$ cat src/vss_pkg.sv
package vss_pkg;

    // register offsets on the internal register port
    localparam logic [7:0] ADDR_CLAMP_SLOTS78 = 8'h01;
    localparam logic [7:0] ADDR_PED_SLOTS56   = 8'h02;
    localparam logic [7:0] ADDR_SLOTS34       = 8'h03;
    localparam logic [7:0] ADDR_SLOTS12       = 8'h04;

    // reset values of the four registers
    localparam logic [7:0] RST_CLAMP_SLOTS78 = 8'h3f;
    localparam logic [7:0] RST_PED_SLOTS56   = 8'h49;
    localparam logic [7:0] RST_SLOTS34       = 8'h17;
    localparam logic [7:0] RST_SLOTS12       = 8'h01;

    // field positions
    localparam int CLAMP_SEL_LSB = 6;
    localparam int PEDESTAL_BIT  = 6;
    localparam int SLOT_PAIR_MSB = 5;
    localparam int SLOT_HI_LSB   = 3;
    localparam int ENTRY_W       = 3;
    localparam int ENTRIES       = 8;
    localparam int TABLE_W       = 24;

    // clamp target selections
    localparam logic [1:0] CLAMP_AUTO     = 2'h0;
    localparam logic [1:0] CLAMP_FORCE_50 = 2'h1;
    localparam logic [1:0] CLAMP_FORCE_60 = 2'h2;
    localparam logic [1:0] CLAMP_AUTO_ALT = 2'h3;

    // clamp target codes at the converter output
    localparam logic [9:0] BLANK_CODE_50 = 10'h100;
    localparam logic [9:0] BLANK_CODE_60 = 10'h0f4;

    // standard codes held in the search table
    localparam logic [2:0] STD_PAL_BGDHI = 3'h0;
    localparam logic [2:0] STD_SECAM     = 3'h1;
    localparam logic [2:0] STD_NTSC_M    = 3'h2;
    localparam logic [2:0] STD_PAL_M     = 3'h3;
    localparam logic [2:0] STD_PAL_N     = 3'h4;
    localparam logic [2:0] STD_NTSC_443  = 3'h5;
    localparam logic [2:0] STD_NONE_A    = 3'h6;
    localparam logic [2:0] STD_NONE_B    = 3'h7;

    // field-rate search modes
    localparam logic [1:0] FRS_AUTO_50   = 2'h0;
    localparam logic [1:0] FRS_FORCED_60 = 2'h1;
    localparam logic [1:0] FRS_FORCED_50 = 2'h2;
    localparam logic [1:0] FRS_AUTO_60   = 2'h3;

    // luma gain and offset per pedestal state, unsigned 1.7 gain
    localparam logic [7:0] Y_GAIN_PEDESTAL   = 8'h8a;
    localparam logic [7:0] Y_OFFSET_PEDESTAL = 8'h10;
    localparam logic [7:0] Y_GAIN_FLAT       = 8'h80;
    localparam logic [7:0] Y_OFFSET_FLAT     = 8'h00;

    // dwell time on one table entry during the standard search
    localparam int CLK_PERIOD_NS = 4;
    localparam int TRY_TIME_NS   = 40000;
    localparam int TRY_CYCLES    = TRY_TIME_NS / CLK_PERIOD_NS;
    localparam int TRY_CNT_W     = 14;

    // true for the two codes that mean no standard
    function automatic logic is_no_std(input logic [2:0] code);
        return (code == STD_NONE_A) || (code == STD_NONE_B);
    endfunction

endpackage

$ cat src/vss_std_search.sv
`timescale 1ns/100ps
// walks the priority table, dwelling on each valid entry until the decoder reports a match
module vss_std_search #(
    parameter int unsigned TRY_CYCLES = vss_pkg::TRY_CYCLES
) (
    input  wire logic        sys_clk_i,    // system clock
    input  wire logic        arst_n_i,     // async reset, active low
    input  wire logic [23:0] table_i,      // entry one in bits 23:21
    input  wire logic        auto_i,       // automatic standard search on
    input  wire logic        restart_i,    // table rewritten, start over
    input  wire logic        match_i,      // decoder locks on tried standard
    output logic      [2:0]  try_code_o,   // standard now tried
    output logic      [2:0]  try_index_o,  // entry index, 0 is entry one
    output logic             locked_o,     // search settled on an entry
    output logic             empty_o       // no usable entry in table
);

    typedef enum logic [2:0] {
        SRCH_IDLE   = 3'b001,
        SRCH_TRY    = 3'b010,
        SRCH_LOCKED = 3'b100
    } vss_srch_e;

    vss_srch_e                          state;
    logic [vss_pkg::TRY_CNT_W-1:0]      dwell;
    logic [3:0]                         first_hit;
    logic [3:0]                         next_hit;
    logic                               dwell_done;

    localparam logic [vss_pkg::TRY_CNT_W-1:0] DWELL_LAST = vss_pkg::TRY_CNT_W'(TRY_CYCLES - 1);

    // first entry from 'from' onward, wrapping, that holds a real standard
    function automatic logic [3:0] next_valid(input logic [23:0] tbl, input logic [2:0] from);
        logic [3:0] res;
        logic [2:0] idx;
        res = 4'h0;
        for (int i = vss_pkg::ENTRIES - 1; i >= 0; i--) begin
            idx = 3'(from + 3'(i));
            if (!vss_pkg::is_no_std(tbl[23 - 3 * idx -: 3])) begin
                res = {1'b1, idx};
            end
        end
        return res;
    endfunction

    assign first_hit  = next_valid(table_i, 3'h0);
    assign next_hit   = next_valid(table_i, 3'(try_index_o + 3'h1));
    assign dwell_done = (dwell == DWELL_LAST);
    assign try_code_o = table_i[23 - 3 * try_index_o -: 3];
    assign locked_o   = (state == SRCH_LOCKED);
    assign empty_o    = !first_hit[3];

    // search sequencer; a table write always restarts from entry one
    always_ff @(posedge sys_clk_i or negedge arst_n_i) begin
        if (!arst_n_i) begin
            state       <= SRCH_IDLE;
            try_index_o <= 3'h0;
            dwell       <= '0;
        end else if (restart_i || !auto_i) begin
            state <= SRCH_IDLE;
            dwell <= '0;
        end else begin
            unique case (state)
                SRCH_IDLE: begin
                    if (first_hit[3]) begin
                        state       <= SRCH_TRY;
                        try_index_o <= first_hit[2:0];
                        dwell       <= '0;
                    end
                end
                SRCH_TRY: begin
                    if (match_i) begin
                        state <= SRCH_LOCKED;
                    end else if (dwell_done) begin
                        try_index_o <= next_hit[2:0]; // see [RULE17]
                        dwell       <= '0;
                    end else begin
                        dwell <= dwell + 1'b1;
                    end
                end
                SRCH_LOCKED: begin
                    // lost lock: fall back to highest priority first
                    if (!match_i) begin
                        state <= SRCH_IDLE;
                    end
                end
                default: begin
                    state <= SRCH_IDLE;
                end
            endcase
        end
    end

endmodule

$ cat src/vss_config.sv
`timescale 1ns/100ps
// Summary of operation
// [RULE1] selected blanking code drives the clamp loop target
// [RULE2] auto setting picks 256 for 50 Hz, 244 for 60 Hz; auto at reset
// [RULE3] setting 01 forces 256, 10 forces 244, 11 acts as auto
// [RULE4] automatic search tries only table standards, order is priority
// [RULE5] entry codes name six standards; 110 and 111 mean no standard
// [RULE6] table pairs live at 04h, 03h, 02h, 01h in bits 5:0
// [RULE7] upper three bits hold the odd entry, lower three the even one
// [RULE8] entries seven and eight reset to no standard
// [RULE9] entries one to four reset to PAL BGDHI, SECAM, NTSC M, none
// [RULE10] entries five and six reset to SECAM
// [RULE11] pedestal flag 0 means present, 1 absent; resets to 1
// [RULE12] pedestal flag selects luma gain and offset for all standards
// [RULE13] pedestal correction goes to both composite and RGB paths
// [RULE14] software writes zero to reserved high bits of 02h, 03h, 04h
// [RULE15] auto clamp target follows each 50/60 Hz identification change
// [RULE16] vsync search starts from configured field-rate mode
// [RULE17] search steps entry one to eight, skips none codes, wraps
module vss_config #(
    parameter int unsigned TRY_CYCLES = vss_pkg::TRY_CYCLES
) (
    input  wire logic       sys_clk_i,             // system clock, 250 MHz
    input  wire logic       arst_n_i,              // async reset, active low
    input  wire logic [7:0] reg_addr_i,            // register address
    input  wire logic [7:0] reg_wdata_i,           // write data
    input  wire logic       reg_wr_i,              // write strobe, one cycle
    input  wire logic       reg_rd_i,              // read strobe, one cycle
    output logic      [7:0] reg_rdata_o,           // read data, registered
    input  wire logic [1:0] field_rate_search_mode_i, // field-rate mode
    input  wire logic       vsync_ident_valid_i,   // vsync id result valid
    input  wire logic       vsync_is_60hz_i,       // id result: 1 is 60 Hz
    input  wire logic       std_auto_i,            // automatic standard search
    input  wire logic       std_match_i,           // chroma decoder matches
    output logic      [9:0] clamp_target_o,        // clamp loop target code
    output logic            vsync_start_60hz_o,    // search starts at 60 Hz
    output logic            vsync_forced_o,        // search held to one rate
    output logic      [2:0] std_try_code_o,        // standard under trial
    output logic      [2:0] std_try_index_o,       // entry under trial
    output logic            std_locked_o,          // search settled
    output logic            std_table_empty_o,     // table has no standard
    output logic            pedestal_absent_o,     // pedestal flag state
    output logic      [7:0] cvbs_y_gain_o,         // composite luma gain
    output logic      [7:0] cvbs_y_offset_o,       // composite luma offset
    output logic      [7:0] rgb_y_gain_o,          // rgb luma gain
    output logic      [7:0] rgb_y_offset_o         // rgb luma offset
);

    logic [1:0]  clamp_target_select;
    logic [5:0]  slots78;
    logic [5:0]  slots56;
    logic [5:0]  slots34;
    logic [5:0]  slots12;
    logic        pedestal_absent;
    logic        ident_60hz;
    logic        table_wr;
    logic [23:0] standard_search_table;
    logic [9:0]  next_clamp_target;
    logic [7:0]  next_rdata;

    // blanking target for a selection and identified field rate
    function automatic logic [9:0] blank_code(input logic [1:0] sel, input logic is60);
        logic [9:0] code;
        code = is60 ? vss_pkg::BLANK_CODE_60 : vss_pkg::BLANK_CODE_50;
        if (sel == vss_pkg::CLAMP_FORCE_50) begin
            code = vss_pkg::BLANK_CODE_50;
        end else if (sel == vss_pkg::CLAMP_FORCE_60) begin
            code = vss_pkg::BLANK_CODE_60;
        end
        return code;
    endfunction

    // write-decode helper, one hit per mapped address
    function automatic logic wr_hit(input logic wr, input logic [7:0] a, input logic [7:0] ofs);
        return wr && (a == ofs);
    endfunction

    // register 01h: clamp selection and entries seven and eight
    always_ff @(posedge sys_clk_i or negedge arst_n_i) begin
        if (!arst_n_i) begin
            clamp_target_select <= vss_pkg::RST_CLAMP_SLOTS78[7:6];  // see [RULE2]
            slots78             <= vss_pkg::RST_CLAMP_SLOTS78[5:0];  // see [RULE8]
        end else if (wr_hit(reg_wr_i, reg_addr_i, vss_pkg::ADDR_CLAMP_SLOTS78)) begin
            clamp_target_select <= reg_wdata_i[vss_pkg::CLAMP_SEL_LSB +: 2];
            slots78             <= reg_wdata_i[vss_pkg::SLOT_PAIR_MSB:0];  // see [RULE6]
        end
    end

    // register 02h: pedestal flag and entries five and six
    always_ff @(posedge sys_clk_i or negedge arst_n_i) begin
        if (!arst_n_i) begin
            pedestal_absent <= vss_pkg::RST_PED_SLOTS56[6];  // see [RULE11]
            slots56         <= vss_pkg::RST_PED_SLOTS56[5:0]; // see [RULE10]
        end else if (wr_hit(reg_wr_i, reg_addr_i, vss_pkg::ADDR_PED_SLOTS56)) begin
            pedestal_absent <= reg_wdata_i[vss_pkg::PEDESTAL_BIT];
            slots56         <= reg_wdata_i[vss_pkg::SLOT_PAIR_MSB:0]; // see [RULE6]
        end
    end

    // registers 03h and 04h: entries one to four; bits 7:6 are not stored
    // since software keeps them zero, see [RULE14]
    always_ff @(posedge sys_clk_i or negedge arst_n_i) begin
        if (!arst_n_i) begin
            slots34 <= vss_pkg::RST_SLOTS34[5:0];  // see [RULE9]
            slots12 <= vss_pkg::RST_SLOTS12[5:0];  // see [RULE9]
        end else begin
            if (wr_hit(reg_wr_i, reg_addr_i, vss_pkg::ADDR_SLOTS34)) begin
                slots34 <= reg_wdata_i[vss_pkg::SLOT_PAIR_MSB:0]; // see [RULE6]
            end
            if (wr_hit(reg_wr_i, reg_addr_i, vss_pkg::ADDR_SLOTS12)) begin
                slots12 <= reg_wdata_i[vss_pkg::SLOT_PAIR_MSB:0]; // see [RULE6]
            end
        end
    end

    // entry one lands in the top three bits: odd entry is the upper half of each pair
    assign standard_search_table = {slots12, slots34, slots56, slots78}; // see [RULE7]
    assign table_wr = reg_wr_i && (reg_addr_i >= vss_pkg::ADDR_CLAMP_SLOTS78)
                      && (reg_addr_i <= vss_pkg::ADDR_SLOTS12);

    // read mux; reserved and unmapped bits answer zero
    always_comb begin
        next_rdata = 8'h00;
        unique case (reg_addr_i)
            vss_pkg::ADDR_CLAMP_SLOTS78: next_rdata = {clamp_target_select, slots78};
            vss_pkg::ADDR_PED_SLOTS56:   next_rdata = {1'b0, pedestal_absent, slots56};
            vss_pkg::ADDR_SLOTS34:       next_rdata = {2'b00, slots34};
            vss_pkg::ADDR_SLOTS12:       next_rdata = {2'b00, slots12};
            default:                     next_rdata = 8'h00;
        endcase
    end

    // read data is captured on the strobe and held until the next read
    always_ff @(posedge sys_clk_i or negedge arst_n_i) begin
        if (!arst_n_i) begin
            reg_rdata_o <= 8'h00;
        end else if (reg_rd_i) begin
            reg_rdata_o <= next_rdata;
        end
    end

    // last vsync identification; 50 Hz until the first result arrives
    always_ff @(posedge sys_clk_i or negedge arst_n_i) begin
        if (!arst_n_i) begin
            ident_60hz <= 1'b0;
        end else if (vsync_ident_valid_i) begin
            ident_60hz <= vsync_is_60hz_i;  // see [RULE15]
        end
    end

    // clamp target is re-derived every cycle, so an identification change
    // reaches the clamp two cycles after the valid strobe
    assign next_clamp_target = blank_code(clamp_target_select, ident_60hz); // see [RULE2] [RULE3]

    always_ff @(posedge sys_clk_i or negedge arst_n_i) begin
        if (!arst_n_i) begin
            clamp_target_o <= vss_pkg::BLANK_CODE_50;
        end else begin
            clamp_target_o <= next_clamp_target;  // see [RULE1]
        end
    end

    // vsync search start point decoded from the field-rate mode
    always_ff @(posedge sys_clk_i or negedge arst_n_i) begin
        if (!arst_n_i) begin
            vsync_start_60hz_o <= 1'b0;
            vsync_forced_o     <= 1'b0;
        end else begin
            vsync_start_60hz_o <= (field_rate_search_mode_i == vss_pkg::FRS_FORCED_60)
                                  || (field_rate_search_mode_i == vss_pkg::FRS_AUTO_60); // see [RULE16]
            vsync_forced_o     <= (field_rate_search_mode_i == vss_pkg::FRS_FORCED_60)
                                  || (field_rate_search_mode_i == vss_pkg::FRS_FORCED_50); // see [RULE16]
        end
    end

    // luma correction, one setting for every standard, fed to both paths
    always_ff @(posedge sys_clk_i or negedge arst_n_i) begin
        if (!arst_n_i) begin
            pedestal_absent_o <= 1'b1;
            cvbs_y_gain_o     <= vss_pkg::Y_GAIN_FLAT;
            cvbs_y_offset_o   <= vss_pkg::Y_OFFSET_FLAT;
            rgb_y_gain_o      <= vss_pkg::Y_GAIN_FLAT;
            rgb_y_offset_o    <= vss_pkg::Y_OFFSET_FLAT;
        end else begin
            pedestal_absent_o <= pedestal_absent;
            cvbs_y_gain_o     <= pedestal_absent ? vss_pkg::Y_GAIN_FLAT : vss_pkg::Y_GAIN_PEDESTAL; // see [RULE12]
            cvbs_y_offset_o   <= pedestal_absent ? vss_pkg::Y_OFFSET_FLAT : vss_pkg::Y_OFFSET_PEDESTAL;
            rgb_y_gain_o      <= pedestal_absent ? vss_pkg::Y_GAIN_FLAT : vss_pkg::Y_GAIN_PEDESTAL; // see [RULE13]
            rgb_y_offset_o    <= pedestal_absent ? vss_pkg::Y_OFFSET_FLAT : vss_pkg::Y_OFFSET_PEDESTAL;
        end
    end

    // priority search over the table; no-standard codes are never tried
    vss_std_search #(
        .TRY_CYCLES (TRY_CYCLES)
    ) u_search (
        .sys_clk_i   (sys_clk_i),
        .arst_n_i    (arst_n_i),
        .table_i     (standard_search_table),  // see [RULE4]
        .auto_i      (std_auto_i),
        .restart_i   (table_wr),
        .match_i     (std_match_i),
        .try_code_o  (std_try_code_o),         // see [RULE5]
        .try_index_o (std_try_index_o),
        .locked_o    (std_locked_o),
        .empty_o     (std_table_empty_o)
    );
endmodule

$ cat config.mk
export PLATFORM = sky130hd
export DESIGN_NAME = vss_config
export DESIGN_NICKNAME = d
export VERILOG_FILES = /design/src/vss_pkg.sv /design/src/vss_std_search.sv /design/src/vss_config.sv
export SDC_FILE = /design/constraint.sdc
export NUM_CORES = 1
export LEC_CHECK = 0
export BUFFER_PORTS_ARGS = -buffer_cell sky130_fd_sc_hd__buf_4
export CAP_MARGIN = 20
export CORE_MARGIN = 8
export CORE_UTILIZATION = 55
export DETAILED_ROUTE_END_ITERATION = 12
export PLACE_DENSITY = 0.77
export SYNTH_ARGS = -nofsm -noshare
export SYNTH_HDL_FRONTEND = slang
export SYNTH_SLANG_ARGS = --single-unit
export TNS_END_PERCENT = 10
$ cat constraint.sdc
create_clock -name sys_clk_i -period 6.7 [get_ports sys_clk_i]
set_clock_uncertainty 0.05 [all_clocks]
set_input_delay 1.005 -clock sys_clk_i [delete_from_list [all_inputs] [get_ports sys_clk_i]]
set_output_delay 1.005 -clock sys_clk_i [all_outputs]
set_load 0.01 [all_outputs]
==> metrics <==
Worst Tran Pin Value between 0.9 and 1 ns; DP HPWL 14100 um; DRT Pass-1 Iters 7; Max Clk Rate a little over 200 MHz; Post-Syn Area per Cell 8.65 sq um; # Max-Cap Violations 0; Pleak roughly 0.0029 uW; filler instances roughly 990; clock latency on the worst-skew pair between 0.3 and 0.4 ns; initial core utilization 0.558; CP Capture Type output port; # resized after CTS 0; Tcrit/Tclk final 0.720; # IOs 87; Max VDD drop about 0.26 mV; Distinct cells, synth about 80; Finished Layout Cells slightly above 900; Cell Pwr Density 490 nW/um^2; Congestion Overflow GR 0; Root Driver clkbuf_16; Routed WL ~20000 um; IO Port Bufs 56; number of hold buffers added after CTS 0; post-CTS setup buffer count 0; final setup fails 0; most common flop cell mapped by yosys dfrtp_1; max-slew violation count 0; Synth Instances ~770; CTS clk-pin slew, worst paths 0.05 ns; pre-CTS WS 2.23 ns; area delta synth->final 7.64%; fin nets 833; Comb power frac 0.724; CTS tree yes; sequential area share after synthesis 0.238; Die Y-Extent between 100 and 150 um; via/cell ratio a little under 7; Vias roughly 6.2k; top post-synthesis cells by area dfrtp_1 17%, mux2_2 7.0%, dfstp_2 6.8%; Yosys reg bits 62; die area 15800 sq um; critical path type register to output port; cell-internal power approximately 1700 uW; Required @ worst endpoint 5.64 ns; drt drc 0; initial antenna violation count 0; share of the synthesized area in the top cell type 0.170; number of flops mapped to enable cells by yosys 0; status complete, no violations; routed len/inst between 20 and 25 um; xor and xnor area share after synthesis 0.0195; Slew HR 0.389; overall global routing resource usage 0.246; worst hold slack around 0.34 ns; top cell type by total area after synthesis dfrtp_1; crit path max fanout 17; proportion of synthesized area in mux cells 0.150; CTS Buf Count 9; Chip Width between 100 and 150 um; Adder-Cell Fraction of Synth Area 0.0757; RSZ-0062 raised after global routing no; n_diodes 0; share of flip-flops with an asynchronous set or reset 1.00; layout cells sized above 1 0.222; post-synthesis compound-gate area fraction 0.221; crit path DAT around 3.8 ns; clock share of power 0.146; buffer levels on the longest clock path 2; placed cell count slightly above 900; Sw Share 0.509; Sequential Power Share 0.130; Hold Path Class register to register; worst setup margin roughly 1.9 ns; crit path launch type register; Starting DRT DRC Count between 600 and 700; remaining antenna violation count 0; simple-gate share of the synthesized area 0.186; Sw Pwr approximately 1800 uW; final hold viol count 0; YS warnings 0; FP Rows 40; CTS Sinks slightly above 60; H-tree depth 3; core area roughly 12000 sq um; first-pass GRT wire length around 32000 um; Netlist Area Pre-Place 6610 sq um; largest family of logic cells by synthesized area compound AO/OA/AOI/OAI gates; crit path time final approximately 4.8 ns; largest net degree at the start of global routing 77; Setup TNS 0 ns; vias in the first global route approximately 6k; Placer Congestion ~0.94
## power groups by stage
stage	registers, uW	logic, uW	clock network (uW)
finish	454	2520	509
global route	456	2750	533
CTS	451	2480	515
detailed placement	456	2470	0
global placement	455	2360	0
floorplan	431	2000	0
## final cells by class
type | count | area [sq um] | share of cell area
Inverter | 42 | 158 | 0.0221
Tap cell | 147 | 184 | 0.0258
Clock buffer | 12 | 256 | 0.0360
Multi-Input combinational cell | 596 | 4430 | 0.623
Sequential cell | 62 | 1570 | 0.221
Clock inverter | 4 | 70.1 | 0.00984
Timing Repair Buffer | 59 | 443 | 0.0622
## cell usage after synthesis, types with 15 or more instances
cell,n
nand2_1,62
o21ai_0,50
dfrtp_1,45
buf_4,44
mux2_2,41
inv_1,40
clkbuf_1,36
nor2_1,34
ha_1,32
a21oi_1,31
mux2i_1,24
nand2b_1,21
dfstp_2,17
nand4_1,15
o31ai_1,15
## worst max-delay path: stages (launching register included)
cell	delay [ns]
dfrtp_1	0.69
inv_1	0.14
ha_1	0.35
fa_1	0.45
xnor2_1	0.74
mux2i_1	0.25
o21ai_0	0.09
a21oi_1	0.19
o32ai_1	0.10
mux2_2	0.28
buf_4	0.14
## stage by stage
step	utilization	cell area [sq um]	total power [uW]
floorplan	-	6720	2430
global placement	0.573	6790	2820
detailed placement	0.573	6790	2930
CTS	0.600	7120	3450
global route	0.600	7120	3740
finish	0.600	7120	3490
## layout by cell type, fill, tap and decap left out, types with 8 or more instances in the layout
master	count
a21oi_1	31
a31oi_1	13
buf_4	59
clkbuf_16	9
conb_1	30
dfrtp_1	44
dfstp_2	17
ha_1	31
inv_1	40
mux2_2	41
mux2i_1	24
mux4_2	13
nand2_1	62
nand2b_1	21
nand3_1	14
nand4_1	15
nor2_1	34
nor2b_1	13
nor3_1	14
o21ai_0	50
o221ai_1	8
o22ai_1	10
o31ai_1	15
o32ai_1	9
or2_2	8
## per-layer routing
layer  vias to the layer above  share of wire  GRT usage
met5                         -              0          0
li1                       2786              -          -
met2                       349           0.48      0.404
met3                        65          0.091     0.0549
met1                      2998           0.39      0.297
met4                         0          0.035      0.125
## worst paths after layout
check                                          end                    start  slack, ns  cells after the start
setup / recovery                 std_try_code_o[1]  u_search.try_index_o[2]       1.88                     10
hold / removal                   pedestal_absent_o          pedestal_absent       0.34                      0
setup reg to reg           u_search.try_index_o[1]  u_search.try_index_o[1]       2.11                     14
hold reg to reg                  pedestal_absent_o          pedestal_absent       0.34                      0
max in group asynchronous  u_search.try_index_o[0]                 arst_n_i       5.31                      1
min in group asynchronous          rgb_y_gain_o[1]                 arst_n_i       0.69                      1
## cell families after synthesis
| kind of cell | after synthesis |
|---|---|
| multiplexers | 78 |
| AND/OR/NAND/NOR | 230 |
| adder cells (fa/ha/maj) | 37 |
| flip-flops | 62 |
| XOR/XNOR | 13 |
| other | 2 |
| buffers and inverters | 135 |
| AO/OA/AOI/OAI | 208 |
## registers in the layout, indices dropped and copies added, names as in the netlist, 2 cells and up
signal	count
slots78	6
slots34	6
u_search.dwell	14
clamp_target_select	2
u_search.try_index_o	3
clamp_target_o	2
slots12	6
u_search.state	3
reg_rdata_o	8
slots56	6
No activity file was read; power rests on OpenSTA's default activity.
